--- src/design/sppm_pkg.sv ---
// Register map, field positions and reset values of the port power block
package sppm_pkg;
   // ---------------------------------------------------------------
   // Register byte addresses
   // ---------------------------------------------------------------
   localparam logic [7:0] SPPM_CAP_ADDR    = 8'hC0;
   localparam logic [7:0] SPPM_CSR_ADDR    = 8'hC4;
   localparam logic [7:0] SPPM_IRQ_ST_ADDR = 8'hC8;
   localparam logic [7:0] SPPM_IRQ_MK_ADDR = 8'hCC;
   // ---------------------------------------------------------------
   // Capability word fields
   // ---------------------------------------------------------------
   localparam logic [7:0] SPPM_CAP_ID      = 8'h01;
   localparam int         SPPM_CAPID_LSB   = 0;
   localparam int         SPPM_NEXT_LSB    = 8;
   localparam logic [7:0] SPPM_NEXT_UP     = 8'h00;
   localparam logic [7:0] SPPM_NEXT_DOWN   = 8'hD0;
   localparam int         SPPM_VER_LSB     = 16;
   localparam logic [2:0] SPPM_VER         = 3'h3;
   localparam int         SPPM_DEVINIT_BIT = 21;
   localparam logic       SPPM_DEVINIT_RST = 1'b0;
   localparam int         SPPM_WMASK_LSB   = 27;
   localparam logic [4:0] SPPM_WMASK_RST   = 5'h19;
   // ---------------------------------------------------------------
   // Control and status word fields
   // ---------------------------------------------------------------
   localparam int         SPPM_POWER_STATE_FIELD_LSB  = 0;
   localparam int         SPPM_KEEP_BIT    = 3;
   localparam logic       SPPM_KEEP_RST    = 1'b1;
   localparam int         SPPM_WEN_BIT     = 8;
   localparam int         SPPM_WST_BIT     = 15;
   // Interrupt status and mask bits
   localparam int         SPPM_IRQ_WAKE    = 0;
   localparam int         SPPM_IRQ_PSCHG   = 1;
   localparam int         SPPM_IRQ_N       = 2;
   // ---------------------------------------------------------------
   // Power states
   // ---------------------------------------------------------------
   typedef enum logic [1:0] {
      SPPM_D0    = 2'h0,
      SPPM_D1    = 2'h1,
      SPPM_D2    = 2'h2,
      SPPM_D3HOT = 2'h3
   } sppm_power_state_field_t;
   // Wake-mask bit index of D0, D3hot and D3cold; bit 27 is D0, 31 is D3cold
   localparam int         SPPM_WM_D0       = 0;
   localparam int         SPPM_WM_D3HOT    = 3;
   localparam int         SPPM_WM_D3COLD   = 4;
endpackage

--- src/design/sppm_wake_gen.sv ---
// Wake message gating and event qualification for one port
`timescale 1ns/1ps
`default_nettype none
module sppm_wake_gen
  import sppm_pkg::*;
(
   // Clock and reset
   input  wire logic         pclk,
   input  wire logic         presetn,
   // State
   input  wire sppm_pkg::sppm_power_state_field_t power_state_field,
   input  wire logic         cold_d3,
   input  wire logic         wake_enable,
   input  wire logic         is_upstream,
   // Wake sources
   input  wire logic         own_wake,
   input  wire logic         fwd_wake,
   // Results
   output logic              own_event,
   output logic              wake_msg_out
);
   import sppm_pkg::*;

   // ---------------------------------------------------------------
   // Allowed states
   // ---------------------------------------------------------------
   // Fixed mask: software edits to the advertised mask do not reach here
   logic [4:0] allow_mask;
   logic       state_ok;
   assign allow_mask = SPPM_WMASK_RST;
   always_comb begin
      if (cold_d3) begin
         state_ok = allow_mask[SPPM_WM_D3COLD];
      end else if (power_state_field == SPPM_D3HOT) begin
         state_ok = allow_mask[SPPM_WM_D3HOT];
      end else begin
         state_ok = allow_mask[SPPM_WM_D0];
      end
   end

   // Upstream port never originates a wake event
   assign own_event = own_wake && !is_upstream && !cold_d3;

   always_ff @(posedge pclk or negedge presetn) begin
      if (!presetn) begin
         wake_msg_out <= 1'b0;
      end else begin
         wake_msg_out <= state_ok && !cold_d3 &&
                         ((own_event && wake_enable) || fwd_wake);
      end
   end

   chk_cold_silent: assert property (@(posedge pclk)
      disable iff (!presetn)
      $past(cold_d3) |-> !wake_msg_out)
      else $error("wake message sent in cold D3");
endmodule
`default_nettype wire

--- src/design/sppm_regs.sv ---
// Port power management register bank with APB slave and wake interrupt
// How it works
// - The capability word shows identifier 1 in bits 7:0.
// - Bit 21 resets to zero and is writable only while the lock is open.
// - Bits 24:22 of the capability word always read zero.
// - Bits 25 and 26 read zero since neither intermediate state exists.
// - The wake mask in bits 31:27 resets to 11001 binary.
// - Writing the wake mask changes only the value read back.
// - No wake message leaves the port while in cold D3.
// - Bits 1:0 hold the power state, reset to D0, 3 meaning D3hot.
// - Bit 3 resets to one, context kept across D3hot to D0.
// - Bit 8 is a sticky enable, reset zero, gating own wake messages.
// - Hot reset leaves bit 8 unchanged.
// - Bit 15 is set by every own wake event and cleared by writing one.
// - Bit 15 stays clear for forwarded wakes and in the upstream port.
// - Bits 14:9 and 31:24 of the control word read zero.
// - Bits 22 and 23 of the control word read zero.
`timescale 1ns/1ps
`default_nettype none
module sppm_regs
  import sppm_pkg::*;
#(
   parameter logic IS_UPSTREAM = 1'b0
)(
   // Clock and resets
   input  wire logic        pclk,
   input  wire logic        presetn,
   input  wire logic        sticky_rstn,
   input  wire logic        hot_reset,
   // APB slave
   input  wire logic        psel,
   input  wire logic        penable,
   input  wire logic        pwrite,
   input  wire logic [7:0]  paddr,
   input  wire logic [31:0] pwdata,
   input  wire logic [3:0]  pstrb,
   output logic [31:0]      prdata,
   output logic             pready,
   output logic             pslverr,
   // Port controls
   input  wire logic        cfg_unlock,
   input  wire logic        cold_d3,
   // Wake sources
   input  wire logic        own_wake,
   input  wire logic        fwd_wake,
   // Outputs
   output logic             wake_msg_out,
   output logic [1:0]       power_state,
   output logic             context_keep,
   output logic             irq
);
   import sppm_pkg::*;

   // ---------------------------------------------------------------
   // Pin synchronisers
   // ---------------------------------------------------------------
   logic [2:0] sync_a;
   logic [2:0] sync_b;
   logic       cold_s;
   logic       own_s;
   logic       fwd_s;
   always_ff @(posedge pclk or negedge presetn) begin
      if (!presetn) begin
         sync_a <= 3'h0;
         sync_b <= 3'h0;
      end else begin
         sync_a <= {cold_d3, own_wake, fwd_wake};
         sync_b <= sync_a;
      end
   end
   assign cold_s = sync_b[2];
   assign own_s  = sync_b[1];
   assign fwd_s  = sync_b[0];

   // ---------------------------------------------------------------
   // Bus decode
   // ---------------------------------------------------------------
   logic acc;
   logic wr;
   logic hit_cap;
   logic hit_csr;
   logic hit_ist;
   logic hit_imk;
   logic hit_any;
   assign acc     = psel && penable;
   assign hit_cap = paddr == SPPM_CAP_ADDR;
   assign hit_csr = paddr == SPPM_CSR_ADDR;
   assign hit_ist = paddr == SPPM_IRQ_ST_ADDR;
   assign hit_imk = paddr == SPPM_IRQ_MK_ADDR;
   assign hit_any = hit_cap || hit_csr || hit_ist || hit_imk;
   assign wr      = acc && pwrite && hit_any;
   // Zero wait states keeps the slave simple
   assign pready  = 1'b1;
   assign pslverr = acc && !hit_any;

   // ---------------------------------------------------------------
   // Capability register
   // ---------------------------------------------------------------
   logic       devinit;
   logic [4:0] wmask_adv;
   always_ff @(posedge pclk or negedge presetn) begin
      if (!presetn) begin
         devinit   <= SPPM_DEVINIT_RST;
         wmask_adv <= SPPM_WMASK_RST;
      end else if (wr && hit_cap && cfg_unlock) begin
         if (pstrb[2]) begin
            devinit <= pwdata[SPPM_DEVINIT_BIT];
         end
         if (pstrb[3]) begin
            wmask_adv <= pwdata[SPPM_WMASK_LSB +: 5];
         end
      end
   end

   // ---------------------------------------------------------------
   // Power state and context flag
   // ---------------------------------------------------------------
   sppm_power_state_field_t power_state_field;
   sppm_power_state_field_t next_power_state_field;
   logic         keep;
   assign next_power_state_field = sppm_power_state_field_t'(pwdata[SPPM_POWER_STATE_FIELD_LSB +: 2]);
   always_ff @(posedge pclk or negedge presetn) begin
      if (!presetn) begin
         power_state_field <= SPPM_D0;
      end else if (hot_reset) begin
         power_state_field <= SPPM_D0;
      end else if (wr && hit_csr && pstrb[0]) begin
         case (next_power_state_field)
            SPPM_D0:    power_state_field <= SPPM_D0;
            SPPM_D3HOT: power_state_field <= SPPM_D3HOT;
            default:    power_state_field <= power_state_field;
         endcase
      end
   end
   always_ff @(posedge pclk or negedge presetn) begin
      if (!presetn) begin
         keep <= SPPM_KEEP_RST;
      end else if (wr && hit_csr && pstrb[0] && cfg_unlock) begin
         keep <= pwdata[SPPM_KEEP_BIT];
      end
   end
   assign power_state  = power_state_field;
   assign context_keep = keep;

   // ---------------------------------------------------------------
   // Sticky wake enable and status
   // ---------------------------------------------------------------
   // Sticky bits reset only on the sticky reset, never on hot reset
   logic wen;
   logic wst;
   logic own_evt;
   always_ff @(posedge pclk or negedge sticky_rstn) begin
      if (!sticky_rstn) begin
         wen <= 1'b0;
      end else if (wr && hit_csr && pstrb[1]) begin
         wen <= pwdata[SPPM_WEN_BIT];
      end
   end
   always_ff @(posedge pclk or negedge sticky_rstn) begin
      if (!sticky_rstn) begin
         wst <= 1'b0;
      end else if (own_evt) begin
         wst <= 1'b1;
      end else if (wr && hit_csr && pstrb[1] && pwdata[SPPM_WST_BIT]) begin
         wst <= 1'b0;
      end
   end

   sppm_wake_gen u_wake (
      .pclk         (pclk),
      .presetn      (presetn),
      .power_state_field       (power_state_field),
      .cold_d3      (cold_s),
      .wake_enable  (wen),
      .is_upstream  (IS_UPSTREAM),
      .own_wake     (own_s),
      .fwd_wake     (fwd_s),
      .own_event    (own_evt),
      .wake_msg_out (wake_msg_out)
   );

   // ---------------------------------------------------------------
   // Interrupt status and mask
   // ---------------------------------------------------------------
   logic [SPPM_IRQ_N-1:0] ist;
   logic [SPPM_IRQ_N-1:0] imk;
   logic [SPPM_IRQ_N-1:0] ev;
   assign ev[SPPM_IRQ_WAKE]  = own_evt;
   assign ev[SPPM_IRQ_PSCHG] = wr && hit_csr && pstrb[0] &&
                               (next_power_state_field == SPPM_D0 ||
                                next_power_state_field == SPPM_D3HOT) &&
                               next_power_state_field != power_state_field;
   genvar gi;
   generate
      for (gi = 0; gi < SPPM_IRQ_N; gi++) begin : g_irq
         always_ff @(posedge pclk or negedge presetn) begin
            if (!presetn) begin
               ist[gi] <= 1'b0;
            end else if (ev[gi]) begin
               ist[gi] <= 1'b1;
            end else if (wr && hit_ist && pstrb[0] && pwdata[gi]) begin
               ist[gi] <= 1'b0;
            end
         end
      end
   endgenerate
   always_ff @(posedge pclk or negedge presetn) begin
      if (!presetn) begin
         imk <= '0;
      end else if (wr && hit_imk && pstrb[0]) begin
         imk <= pwdata[SPPM_IRQ_N-1:0];
      end
   end
   assign irq = |(ist & imk);

   // ---------------------------------------------------------------
   // Read data
   // ---------------------------------------------------------------
   logic [31:0] cap_word;
   logic [31:0] csr_word;
   logic [7:0]  next_ptr;
   assign next_ptr = IS_UPSTREAM ? SPPM_NEXT_UP : SPPM_NEXT_DOWN;
   always_comb begin
      cap_word = 32'h0;
      cap_word[SPPM_CAPID_LSB +: 8] = SPPM_CAP_ID;
      cap_word[SPPM_NEXT_LSB +: 8] = next_ptr;
      cap_word[SPPM_VER_LSB +: 3] = SPPM_VER;
      cap_word[SPPM_DEVINIT_BIT] = devinit;
      cap_word[SPPM_WMASK_LSB +: 5] = wmask_adv;
   end
   always_comb begin
      csr_word = 32'h0;
      csr_word[SPPM_POWER_STATE_FIELD_LSB +: 2] = power_state_field;
      csr_word[SPPM_KEEP_BIT] = keep;
      csr_word[SPPM_WEN_BIT] = wen;
      csr_word[SPPM_WST_BIT] = wst;
   end
   always_ff @(posedge pclk or negedge presetn) begin
      if (!presetn) begin
         prdata <= 32'h0;
      end else if (psel && !penable && !pwrite) begin
         case (1'b1)
            hit_cap: prdata <= cap_word;
            hit_csr: prdata <= csr_word;
            hit_ist: prdata <= {{(32-SPPM_IRQ_N){1'b0}}, ist};
            hit_imk: prdata <= {{(32-SPPM_IRQ_N){1'b0}}, imk};
            default: prdata <= 32'h0;
         endcase
      end
   end

   // ---------------------------------------------------------------
   // Checks
   // ---------------------------------------------------------------
   chk_capid_const: assert property (@(posedge pclk)
      disable iff (!presetn)
      cap_word[7:0] == SPPM_CAP_ID && cap_word[26:22] == 5'h0)
      else $error("capability id or zero bits wrong");
   chk_rsvd_state: assert property (@(posedge pclk)
      disable iff (!presetn)
      (wr && hit_csr && pstrb[0] && !hot_reset &&
       (next_power_state_field == SPPM_D1 || next_power_state_field == SPPM_D2))
      |=> $stable(power_state_field))
      else $error("reserved power state accepted");
   chk_state_legal: assert property (@(posedge pclk)
      disable iff (!presetn)
      power_state_field == SPPM_D0 || power_state_field == SPPM_D3HOT)
      else $error("illegal power state held");
   chk_hot_keep: assert property (@(posedge pclk)
      disable iff (!presetn || !sticky_rstn)
      (hot_reset && !(wr && hit_csr && pstrb[1])) |=> $stable(wen))
      else $error("hot reset changed wake enable");
   chk_status_set: assert property (@(posedge pclk)
      disable iff (!presetn || !sticky_rstn)
      own_evt |=> wst)
      else $error("wake status not set by own event");
   chk_status_fwd: assert property (@(posedge pclk)
      disable iff (!presetn || !sticky_rstn)
      (!own_evt && !$past(wst) && !$past(own_evt)) |-> !wst)
      else $error("wake status set without own event");
   chk_up_never: assert property (@(posedge pclk)
      disable iff (!presetn || !sticky_rstn)
      IS_UPSTREAM |-> !own_evt)
      else $error("upstream port raised own wake");
   chk_csr_zero: assert property (@(posedge pclk)
      disable iff (!presetn)
      csr_word[31:16] == 16'h0 && csr_word[14:9] == 6'h0)
      else $error("unimplemented control bits nonzero");
   chk_wen_gate: assert property (@(posedge pclk)
      disable iff (!presetn)
      (!wen && !fwd_s) |=> !wake_msg_out)
      else $error("wake message without enable");

   // ---------------------------------------------------------------
   // Write, lock and read-back checks
   // ---------------------------------------------------------------
   // Lock and sticky paths are what a plain register test misses
   chk_wst_clear: assert property (@(posedge pclk)
      disable iff (!presetn || !sticky_rstn)
      (wr && hit_csr && pstrb[1] && pwdata[SPPM_WST_BIT] && !own_evt)
      |=> !wst)
      else $error("wake status not cleared by write of one");
   chk_wen_write: assert property (@(posedge pclk)
      disable iff (!presetn || !sticky_rstn)
      (wr && hit_csr && pstrb[1]) |=> wen == $past(pwdata[SPPM_WEN_BIT]))
      else $error("wake enable did not take written value");
   chk_cap_lock: assert property (@(posedge pclk)
      disable iff (!presetn)
      (wr && hit_cap && !cfg_unlock)
      |=> $stable(devinit) && $stable(wmask_adv))
      else $error("locked capability field changed");
   chk_keep_lock: assert property (@(posedge pclk)
      disable iff (!presetn)
      (wr && hit_csr && !cfg_unlock) |=> $stable(keep))
      else $error("locked context flag changed");
   chk_hot_state: assert property (@(posedge pclk)
      disable iff (!presetn)
      hot_reset |=> power_state_field == SPPM_D0)
      else $error("hot reset left power state");
   chk_d3_write: assert property (@(posedge pclk)
      disable iff (!presetn)
      (wr && hit_csr && pstrb[0] && !hot_reset &&
       next_power_state_field == SPPM_D3HOT) |=> power_state_field == SPPM_D3HOT)
      else $error("write of D3hot not taken");
   chk_mask_fixed: assert property (@(posedge pclk)
      disable iff (!presetn)
      (fwd_s && !cold_s) |=> wake_msg_out)
      else $error("forwarded wake dropped in allowed state");
   chk_status_up: assert property (@(posedge pclk)
      disable iff (!presetn || !sticky_rstn)
      IS_UPSTREAM |-> !wst)
      else $error("upstream port wake status set");
   chk_cold_status: assert property (@(posedge pclk)
      disable iff (!presetn || !sticky_rstn)
      (cold_s && !wst) |=> !wst)
      else $error("wake status set in cold D3");
   chk_pschg_flag: assert property (@(posedge pclk)
      disable iff (!presetn)
      ev[SPPM_IRQ_PSCHG] |=> ist[SPPM_IRQ_PSCHG])
      else $error("power change flag not set");
   chk_read_csr: assert property (@(posedge pclk)
      disable iff (!presetn)
      (psel && !penable && !pwrite && hit_csr) |=> prdata == $past(csr_word))
      else $error("control word read back wrong");
   chk_read_cap: assert property (@(posedge pclk)
      disable iff (!presetn)
      (psel && !penable && !pwrite && hit_cap) |=> prdata == $past(cap_word))
      else $error("capability word read back wrong");
endmodule
`default_nettype wire

--- config.mk ---
export PLATFORM = sky130hd
export DESIGN_NAME = sppm_regs
export DESIGN_NICKNAME = d
export VERILOG_FILES = /design/src/design/sppm_pkg.sv /design/src/design/sppm_wake_gen.sv /design/src/design/sppm_regs.sv
export SDC_FILE = /design/constraint.sdc
export NUM_CORES = 1
export LEC_CHECK = 0
export BUFFER_PORTS_ARGS = -buffer_cell sky130_fd_sc_hd__buf_2
export CORE_MARGIN = 2
export CORE_UTILIZATION = 43
export DETAILED_ROUTE_END_ITERATION = 16
export PLACE_DENSITY = 0.88
export SYNTH_ARGS = -nofsm -noshare
export SYNTH_HDL_FRONTEND = slang
export SYNTH_SLANG_ARGS = --single-unit
--- constraint.sdc ---
create_clock -name pclk -period 1.2 [get_ports pclk]
set_input_delay 0.24 -clock pclk [delete_from_list [all_inputs] [get_ports pclk]]
set_output_delay 0.24 -clock pclk [all_outputs]
set_load 0.1 [all_outputs]
Yosys cells after proc, flatten, opt, wreduce, memory -nomap -nowiden
Cells that the tools add are included.
- register bits: 54
- logic and storage cells: 76
- eq/ne operators: 6
- multiplexer cells: 13
- bitwise gates (word level): 1
- reductions and logical operators: 43
- operators with widths (operator ; number):
    $mux 32 ; 3
    $eq 8x8->1 const B ; 4
    $logic_and 1x1->1 ; 24
    $reduce_bool 2->1 ; 4
    $mux 1 ; 6
    $mux 2 ; 3
    $reduce_and 2->1 ; 3
    $logic_or 1x1->1 ; 5
    $logic_not 1->1 ; 4
    $pmux 2 s2 ; 1
    $reduce_bool 3->1 ; 1
    $and 2x2->2 ; 1
    $eq 2x2->1 const B ; 1
    $logic_not 2->1 ; 1
    $ne 2x2->1 ; 1
    $reduce_or 2->1 ; 1

Depth between registers and ports, before layout
Gate-level depths: netlist (run 1).
- word-level depth: 10
- gate-level depth with buffers: 6
- mapped depth without buffers: 5

By module
A second synthesis (run 1) with hierarchy kept.
- cell total of the unflattened synthesis: 139
- area total of the unflattened synthesis: 1626.6 µm²
- modules (own cells, without submodules) (module ; instances ; cells an instance ; area an instance (µm²)):
    sppm_regs ; 1 ; 134 ; 1577.8
    sppm_wake_gen ; 1 ; 5 ; 48.8

Worst setup path after synthesis (run 1)
No wires, ideal clock.
- path kind: reg-to-output
- from: register power_state[0] (netlist name)
- to: output port power_state[1]
- data arrival time: 1.390 ns
- data required time: 0.960 ns
- setup slack: -0.430 ns
- stages on the path, launching flop included: 2
- buffers on the path: 1
- path through: dfrtp_1 buf_4
- RTL lines (element ; line ; RTL):
    end: declaration ; sppm_regs.sv:48 ; output logic [1:0] power_state,

Worst setup path in the final report (run 1)
- from: register ist[1]
- to: output port irq
- word-level cells in the longest chain between the ends: 2
- ends and longest elaborated chain (element ; line ; RTL):
    start: declaration ; sppm_regs.sv:185 ; logic [SPPM_IRQ_N-1:0] ist;
    start signal: indexed assignment ; sppm_regs.sv:198 ; ist[gi] <= 1'b0;
    start signal: indexed assignment ; sppm_regs.sv:200 ; ist[gi] <= 1'b1;
    start signal: indexed assignment ; sppm_regs.sv:202 ; ist[gi] <= 1'b0;
    $and 2x2->2 ; sppm_regs.sv:214 ; assign irq = |(ist & imk);
    $reduce_or 2->1 ; sppm_regs.sv:214 ;
    end: declaration ; sppm_regs.sv:50 ; output logic irq
Every way passes these cells.

==> results of run 1 <==
==> layer usage <==
layer | routed length (um) | part of all wire [%]
met5 | 0 | 0
met4 | 83 | 2.3
met3 | 294 | 8.2
met2 | 1810 | 50
met1 | 1400 | 39
==> registers in the layout, indices dropped and copies added (netlist names) <==
name / flops
power_state: 1
ist: 2
imk: 2
wmask_adv: 5
sync_b: 3
wen: 1
u_wake.wake_msg_out: 1
context_keep: 1
sync_a: 3
wst: 1
prdata: 12
devinit: 1
==> worst max-delay path, cell delays in order (launching register included) <==
cell and delay, ns:
dfrtp_1 0.37, a22o_2 0.28, buf_12 0.17
==> through the flow <==
step | instance area [sq um] | worst slack (ns) | hold slack (ns)
2_1_floorplan | 1730 | -0.0431 | -0.0556
3_3_place_gp | 2270 | -0.197 | 0.0314
3_5_place_dp | 2270 | -0.274 | 0.0277
4_1_cts | 2460 | -0.157 | 0.0504
5_1_grt | 2500 | -0.174 | 0.0453
6_report | 2500 | -0.143 | 0.0579
==> timing repair <==
action | 4_1_cts | 5_1_grt
gates resized for setup | 3 | 5
pin swaps | 1 | 5
hold buffers | 2 | 0
setup buffers | 4 | 2
cloned | 0 | 0
endpoints found under the setup margin | 9 | 9
endpoints found under the hold margin | 18 | 0
==> cells in the final DEF, fill, tap and decap left out, drive strengths merged, types with 2 or more instances in the layout <==
cell type and n:
dfrtp 29, mux2 11, nor2 4, o21ai 8, nand3 5, nand2 9, a22o 7, nand4 9
dfstp 4, nor2b 3, clkbuf 5, bufinv 2, nand2b 2, and4 2, dlygate4sd3 2, and3 3
inv 2, ha 2, conb 18, a21oi 2, nor3 2, buf 77
==> area by class of cell <==
type	instances	area [sq um]
fillers	280	1140
flip-flops and latches	33	838
repair buffers	79	778
multi-input cells	96	678
clock buffers	5	68.8
clock inverters	3	65.1
well taps	48	60.1
inverters	2	7.51
==> power by group <==
part	internal (W)	switching, W
clock network	0.000825	0.000408
logic	0.000115	0.000386
registers	0.00113	0.00000719
==> final timing paths <==
| path | slack (ns) | end | cells after the start | start |
|---|---|---|---|---|
| max | -0.14 | irq | 2 | ist[1] |
| min | 0.06 | sync_a[2] | 1 | cold_d3 |
| max reg2reg | 0 | prdata[1] | 5 | ist[1] |
| min reg2reg | 0.35 | sync_b[2] | 0 | sync_a[2] |
| max in group asynchronous | 0.26 | u_wake.wake_msg_out | 3 | presetn |
| min in group asynchronous | 0.26 | wst | 2 | sticky_rstn |
==> logic make-up after synthesis <==
group	Yosys count	share of synthesized area, %
AND/OR/NAND/NOR	43	16.4
flip-flops	33	51.3
buffers and inverters	31	13.2
AO/OA/AOI/OAI	21	8.81
multiplexers	12	8.27
adder cells (fa/ha/maj)	2	1.55
other	2	0.464
==> impl.org, run 1 <==
** Run status
- The run finished, with violations left.
- Violations in the final reports :: negative setup slack

** Global routing
- The first global-routing pass estimated 5990 um of wire.
- Met3 global-route usage :: 7.02%
- The via count of the first global-routing pass is 1330.
- For this run, global-route usage on met2 was measured as 31.9%.
- Pin count of the biggest net entering global routing :: 23
- For this run, global-route usage on met1 was measured as 21.4%.
- Total congestion overflow after global routing :: 0
- The layer flagged by global routing as most heavily used is met2.
- Global routing used 19.2% of the available tracks across all layers.
- Number of antenna violations at the first check in global routing :: 0

** Yosys
- Summed over its instances, the top area cell type makes up 44.8% of the synthesized netlist area.
- Number of flops mapped to enable cells by yosys :: 0
- During synthesis, Yosys emitted a total of 0 warnings.
- The biggest area contributor in the post-synthesis netlist is dfrtp_1.
- By area the synthesized netlist is led by dfrtp_1 45%, buf_4 11%, dfstp_2 6.5%.
- Synthesis inferred 33 register bits.
- Post-synthesis cell count :: 144
- The number of different library cells used by synthesis comes to 33.
- Post-synth top flop :: dfrtp_1
- A synthesized cell averages 11.2 sq um.
- Sorting the synthesized cells by how often they occur yields 29 x dfrtp_1, 23 x buf_4, 9 x nand2_1.
- Cell area after synthesis :: 1620 sq um
- Of the synthesized area, sequential elements account for 51.3%.
- Leading cell type by number of instances after synthesis :: dfrtp_1
- After synthesis, the share of flip-flops with an asynchronous set or reset is 100%.

** Timing
- Final number of max-transition violations :: 0
- In the post-route analysis, the smallest setup slack over all paths is -0.143 ns.
- Derived from the worst setup path, the maximum achievable clock frequency is 745 MHz.
- Setup repair after global routing could not meet its margin everywhere.
- The final critical path takes up 112% of the cycle.
- Setup violations remaining at the end of the flow were counted as 8.
- For the final routed database, the setup TNS stands at -0.488 ns.
- The clock arrives with 0.00690 ns of skew.
- Fin crit period :: 1.34 ns
- Hold Violations, Final :: 0

** Clocking
- The H-tree was split into 2 levels.
- At the later pin of the worst-skew pair, clock insertion delay measures 0.29 ns.
- CTS saw 33 sinks.
- Clock-pin slew was measured on the worst setup and hold paths at 0.07 ns.
- CTS Buf Count :: 5
- The clock passes through at most 2 buffers.
- CTS tree :: built
- CTS placed an instance of clkbuf_8 at the clock tree root.

** Critical path
- The worst setup path is of the flop to output port kind.
- Crit path capture type :: output port
- Required time of the critical path :: 0.96 ns
- In this run the worst path has a maximum fanout of 2.
- STA classifies the critical path startpoint as a flop.
- Data arrival time of the critical path :: 1.10 ns

** Die
- Floorplan core area :: 3630 sq um
- For this configuration, the core starts out at a cell density of 44.6%.
- Die Y :: 65.4 um
- # rows :: 22
- X dimension of the die :: 65.4 um
- Die ar. :: 4270 sq um
- Ports placed on the boundary :: 94

** Power and ir drop
- In this run the power density over the cells is 1150 nW/um^2.
- For this design the static power due to leakage is 1.20 nW.
- The design draws 0.00287 W.
- Maximum vdd drop :: 0.000764 V

** Placed design
- Placed instance count :: 250
- Final weighted congestion of routability-driven global placement :: 0.821
- Number of buffer cells added on primary ports :: 54
- DP HPWL :: 2780 um

** Drt
- Final Routed Wirelength :: 3580 um
- After detailed routing, the number of remaining DRC violations is 0.
- Detailed-route vias per instance :: 4.85
- Number of design-rule violations left by the first detailed-router iteration :: 28
- First-pass DRT Iterations :: 4
- After detailed routing, the average wire length per cell comes to 13.5 um.
- For this block, the via count after detailed routing is 1290.
- Post-detailed-route count of antenna-violating nets :: 0

** Finish
- Total inserted antenna cells :: 0
- Leaving out filler cells and counting taps, the final layout contains 266.
- Share of cells above drive strength 1 :: 50.5%
- Final core area utilization :: 68.7%
- Relative to the synthesized area, the layout overhead comes to 54.2%.
- Final net count :: 274

** Worst hold path
- Worst min-delay path class :: primary input to flop

** Flow run
- Across the run, the number of max-cap violations was 0.
(Power assumes the default switching activity.)
==> run 2, diff against run 1 <==
- CORE_ASPECT_RATIO: unset -> 0.8
- CORE_UTILIZATION: 43 -> 45
- CTS_BUF_LIST: unset -> sky130_fd_sc_hd__clkbuf_8
- PLACE_DENSITY: 0.88 -> 0.91
- SLEW_MARGIN: unset -> 10
==> impl.org, run 2 (synthesis results as in run 1) <==
** Power and ir drop
- Maximum vdd drop :: 0.000825 V
- Per report_power, the sequential group accounts for 45.6% of the total.
- The internal power of the cells totals 0.00171 W.
- Relative contribution of the clock network to total power :: 33.4%
- PwrDens :: 1000 nW/um^2
- Net switching is 31.5% of the power.
- Combinational cells account for 21.0% of the total power.
- Summed over all cells, the static leakage comes to 1.21 nW.
- Power dissipated by switching net loads :: 0.000785 W

** Finish
- The repair_antennas step left the layout with diodes totalling 0.
- Share of cells above drive strength 1 :: 49.3%
- Top reg by flops :: prdata
- Largest registers :: prdata: 12 flops, wmask_adv: 5 flops
- Commonest cells after routing, fill and taps aside :: 30 x buf_2, 27 x dfrtp_1, 23 x buf_4, 22 x buf_12, 18 x conb_1
- Area Growth Syn to Fin :: 53.4%
- Most frequent standard cell in the layout excluding fill and tap cells :: buf_2
- The register with the most flip-flops in the layout has 12 of them.
- Cell area after layout :: 2480 sq um
- Final net count :: 275
- After filler insertion, the fill cell instance count of the layout stands at 205.

** Global routing
- Pin count of the biggest net entering global routing :: 19
- The first global-routing pass estimated 6420 um of wire.
- Via count of the first global-routing pass :: 1291
- Global Route Usage Sum :: 20.4%
- Number of antenna violations at the first check in global routing :: 0
- Summed over all layers, the global routing overflow is 0.

** Placed design
- The congestion estimate from routability-driven global placement came to 0.886.
- DP HPWL :: 2910 um
- The placed instances occupy a cell area of 2280 sq um.
- Number of buffer cells added on primary ports :: 54

** Critical path
- STA classifies the critical path endpoint as an output port.
- Category of the most critical setup path :: flop to output port
- The worst register-to-register path ends at ist[1].
- For the worst setup path, the data required time is 0.96 ns.
- The worst register-to-register path has a setup slack of 0.04 ns.
- Largest fanout on the critical path :: 2
- The worst register-to-register path begins at power_state[0].
- Counting cells, the worst reg-to-reg path comes to 4.
- Data on the critical path arrives at its endpoint at 1.10 ns.
- The worst setup path is launched from a flop.

** Worst hold path
- Cells on Worst Hold Path :: 1
- Worst min-delay path endpoint :: sync_a[2]
- Worst min-delay path class :: primary input to flop
- In this run the most critical hold path is launched from cold_d3.

** Die
- The region available for standard cell placement spans 3450 sq um.
- Die Y :: 57.7 um
- The die covers 4100 sq um.
- X dimension of the die :: 71.1 um
- # rows :: 19
- Ports placed on the boundary :: 94
- Effective utilization at floorplan :: 47.0%

** Clocking
- Clock root buffer master :: clkbuf_8
- Sinks on the clock net :: 33
- CTS tree :: built
- Clock insertion delay at the later pin of the skew report :: 0.28 ns
- In this run the deepest clock path goes through 2 buffers.
- Clock-pin slew was measured on the worst setup and hold paths at 0.07 ns.
- In this run the number of H-tree levels came out at 2.
- CTS Buf Count :: 5

** Timing
- Min setup slack post-route :: -0.143 ns
- The total count of hold-check failures in the final report was 0.
- Post-route clock period utilization :: 112%
- Setup violations, final :: 8
- Hold WS :: 0.0622 ns
- For the final database, setup skew stands at 0.00575 ns.
- Setup repair after global routing could not meet its margin everywhere.
- Static timing analysis puts the maximum clock frequency at 745 MHz.
- The number of slew-limit violations in the final report was 0.
- The smallest clock period supported by the final layout is computed as 1.34 ns.

** Drt
- Number of design-rule violations left by the first detailed-router iteration :: 170
- The final layout contains routed wiring with a total length of 4100 um.
- Remaining design rule violation count :: 0
- After detailed routing, the met3 layer carries 278 um of wire.
- Dividing the detail-routed via count by the number of cells gives 5.25.
- Met2 WL post-DR :: 2100 um
- Summing over every cut layer, the via total after detailed routing is 1371.
- Post-detailed-route count of antenna-violating nets :: 0
- Total routed wire length on the met1 layer :: 1640 um
- The highest layer touched by signal routing is met4.
- The first TritonRoute pass finished after 4 iterations.
- Routed wire per std cell :: 15.7 um

** Flow run
- The tool flagged a number of max-cap violations equal to 0.

** Run status
- The flow ran to the end, but the final reports show violations.
- Violations in the final reports :: negative setup slack
-- run 2: changes by cell type in the layout (fill, tap and decap cells not counted), sizes merged --
cell    before  now
buf         77   78
bufinv       2    0
clkbuf       5    6
clkinv       1    0
inv          2    4
-- run 2: cell type report --
type	instances	area [sq um]	share of cell area [%]
Sequential cell	33	838	33.8
Timing Repair Buffer	80	817	32.9
Tap cell	42	52.6	2.12
Clock inverter	2	7.51	0.302
Inverter	2	7.51	0.302
Clock buffer	6	82.6	3.32
Multi-Input combinational cell	96	678	27.3
-- run 2: through the flow --
stage | total power, W | TNS (ns) | utilization [%] | setup WS, ns | cells
after global placement | 0.00164 | -3.53 | 66.1 | -0.180 | 245
after global routing | 0.00259 | -0.727 | 72.1 | -0.189 | 261
after detailed placement | 0.00165 | -4.29 | 66.1 | -0.212 | 245
final | 0.00249 | -0.459 | 72.1 | -0.143 | 261
after floorplan | 0.00155 | -0.260 | - | -0.0431 | 160
after CTS | 0.00248 | -0.506 | 71.1 | -0.150 | 261
-- run 2: worst max path at each step --
stage                  start      endpoint  slack, ns  cells past startpoint
global placement    paddr[1]  wmask_adv[2]      -0.18                      6
finish                imk[1]           irq      -0.14                      2
detailed placement    pwrite    prdata[21]      -0.21                      4
global route          imk[1]           irq      -0.19                      2
floorplan             pwrite    prdata[29]      -0.04                      4
CTS                   imk[1]           irq      -0.15                      2
-- run 2: timing repair --
item / in CTS / in global routing
hold endpoints to repair: 13 / 0
endpoints found under the setup margin: 9 / 13
resized for setup: 4 / 8
setup buffers: 6 / 0
pin swaps: 2 / 4
hold buffers: 2 / 0
-- run 2: worst max-delay path, stage by stage (launching register included) --
cell and delay (ns):
dfrtp_1 0.38, a22o_2 0.28, buf_12 0.17
-- run 2: layer usage --
layer	up-vias	global-route usage, %
met5	-	0
met4	0	5.93
met3	16	5.74
met2	72	33.9
met1	671	26.5
li1	612	-
-- run 2: power groups by stage --
| stage | clock network [W] | logic [W] | registers [W] |
|---|---|---|---|
| 3_3_place_gp | 0 | 0.000487 | 0.00116 |
| 2_1_floorplan | 0 | 0.000375 | 0.00117 |
| 3_5_place_dp | 0 | 0.000496 | 0.00116 |
| 6_report | 0.000831 | 0.000524 | 0.00114 |
| 4_1_cts | 0.000843 | 0.000505 | 0.00114 |
| 5_1_grt | 0.000909 | 0.000547 | 0.00114 |
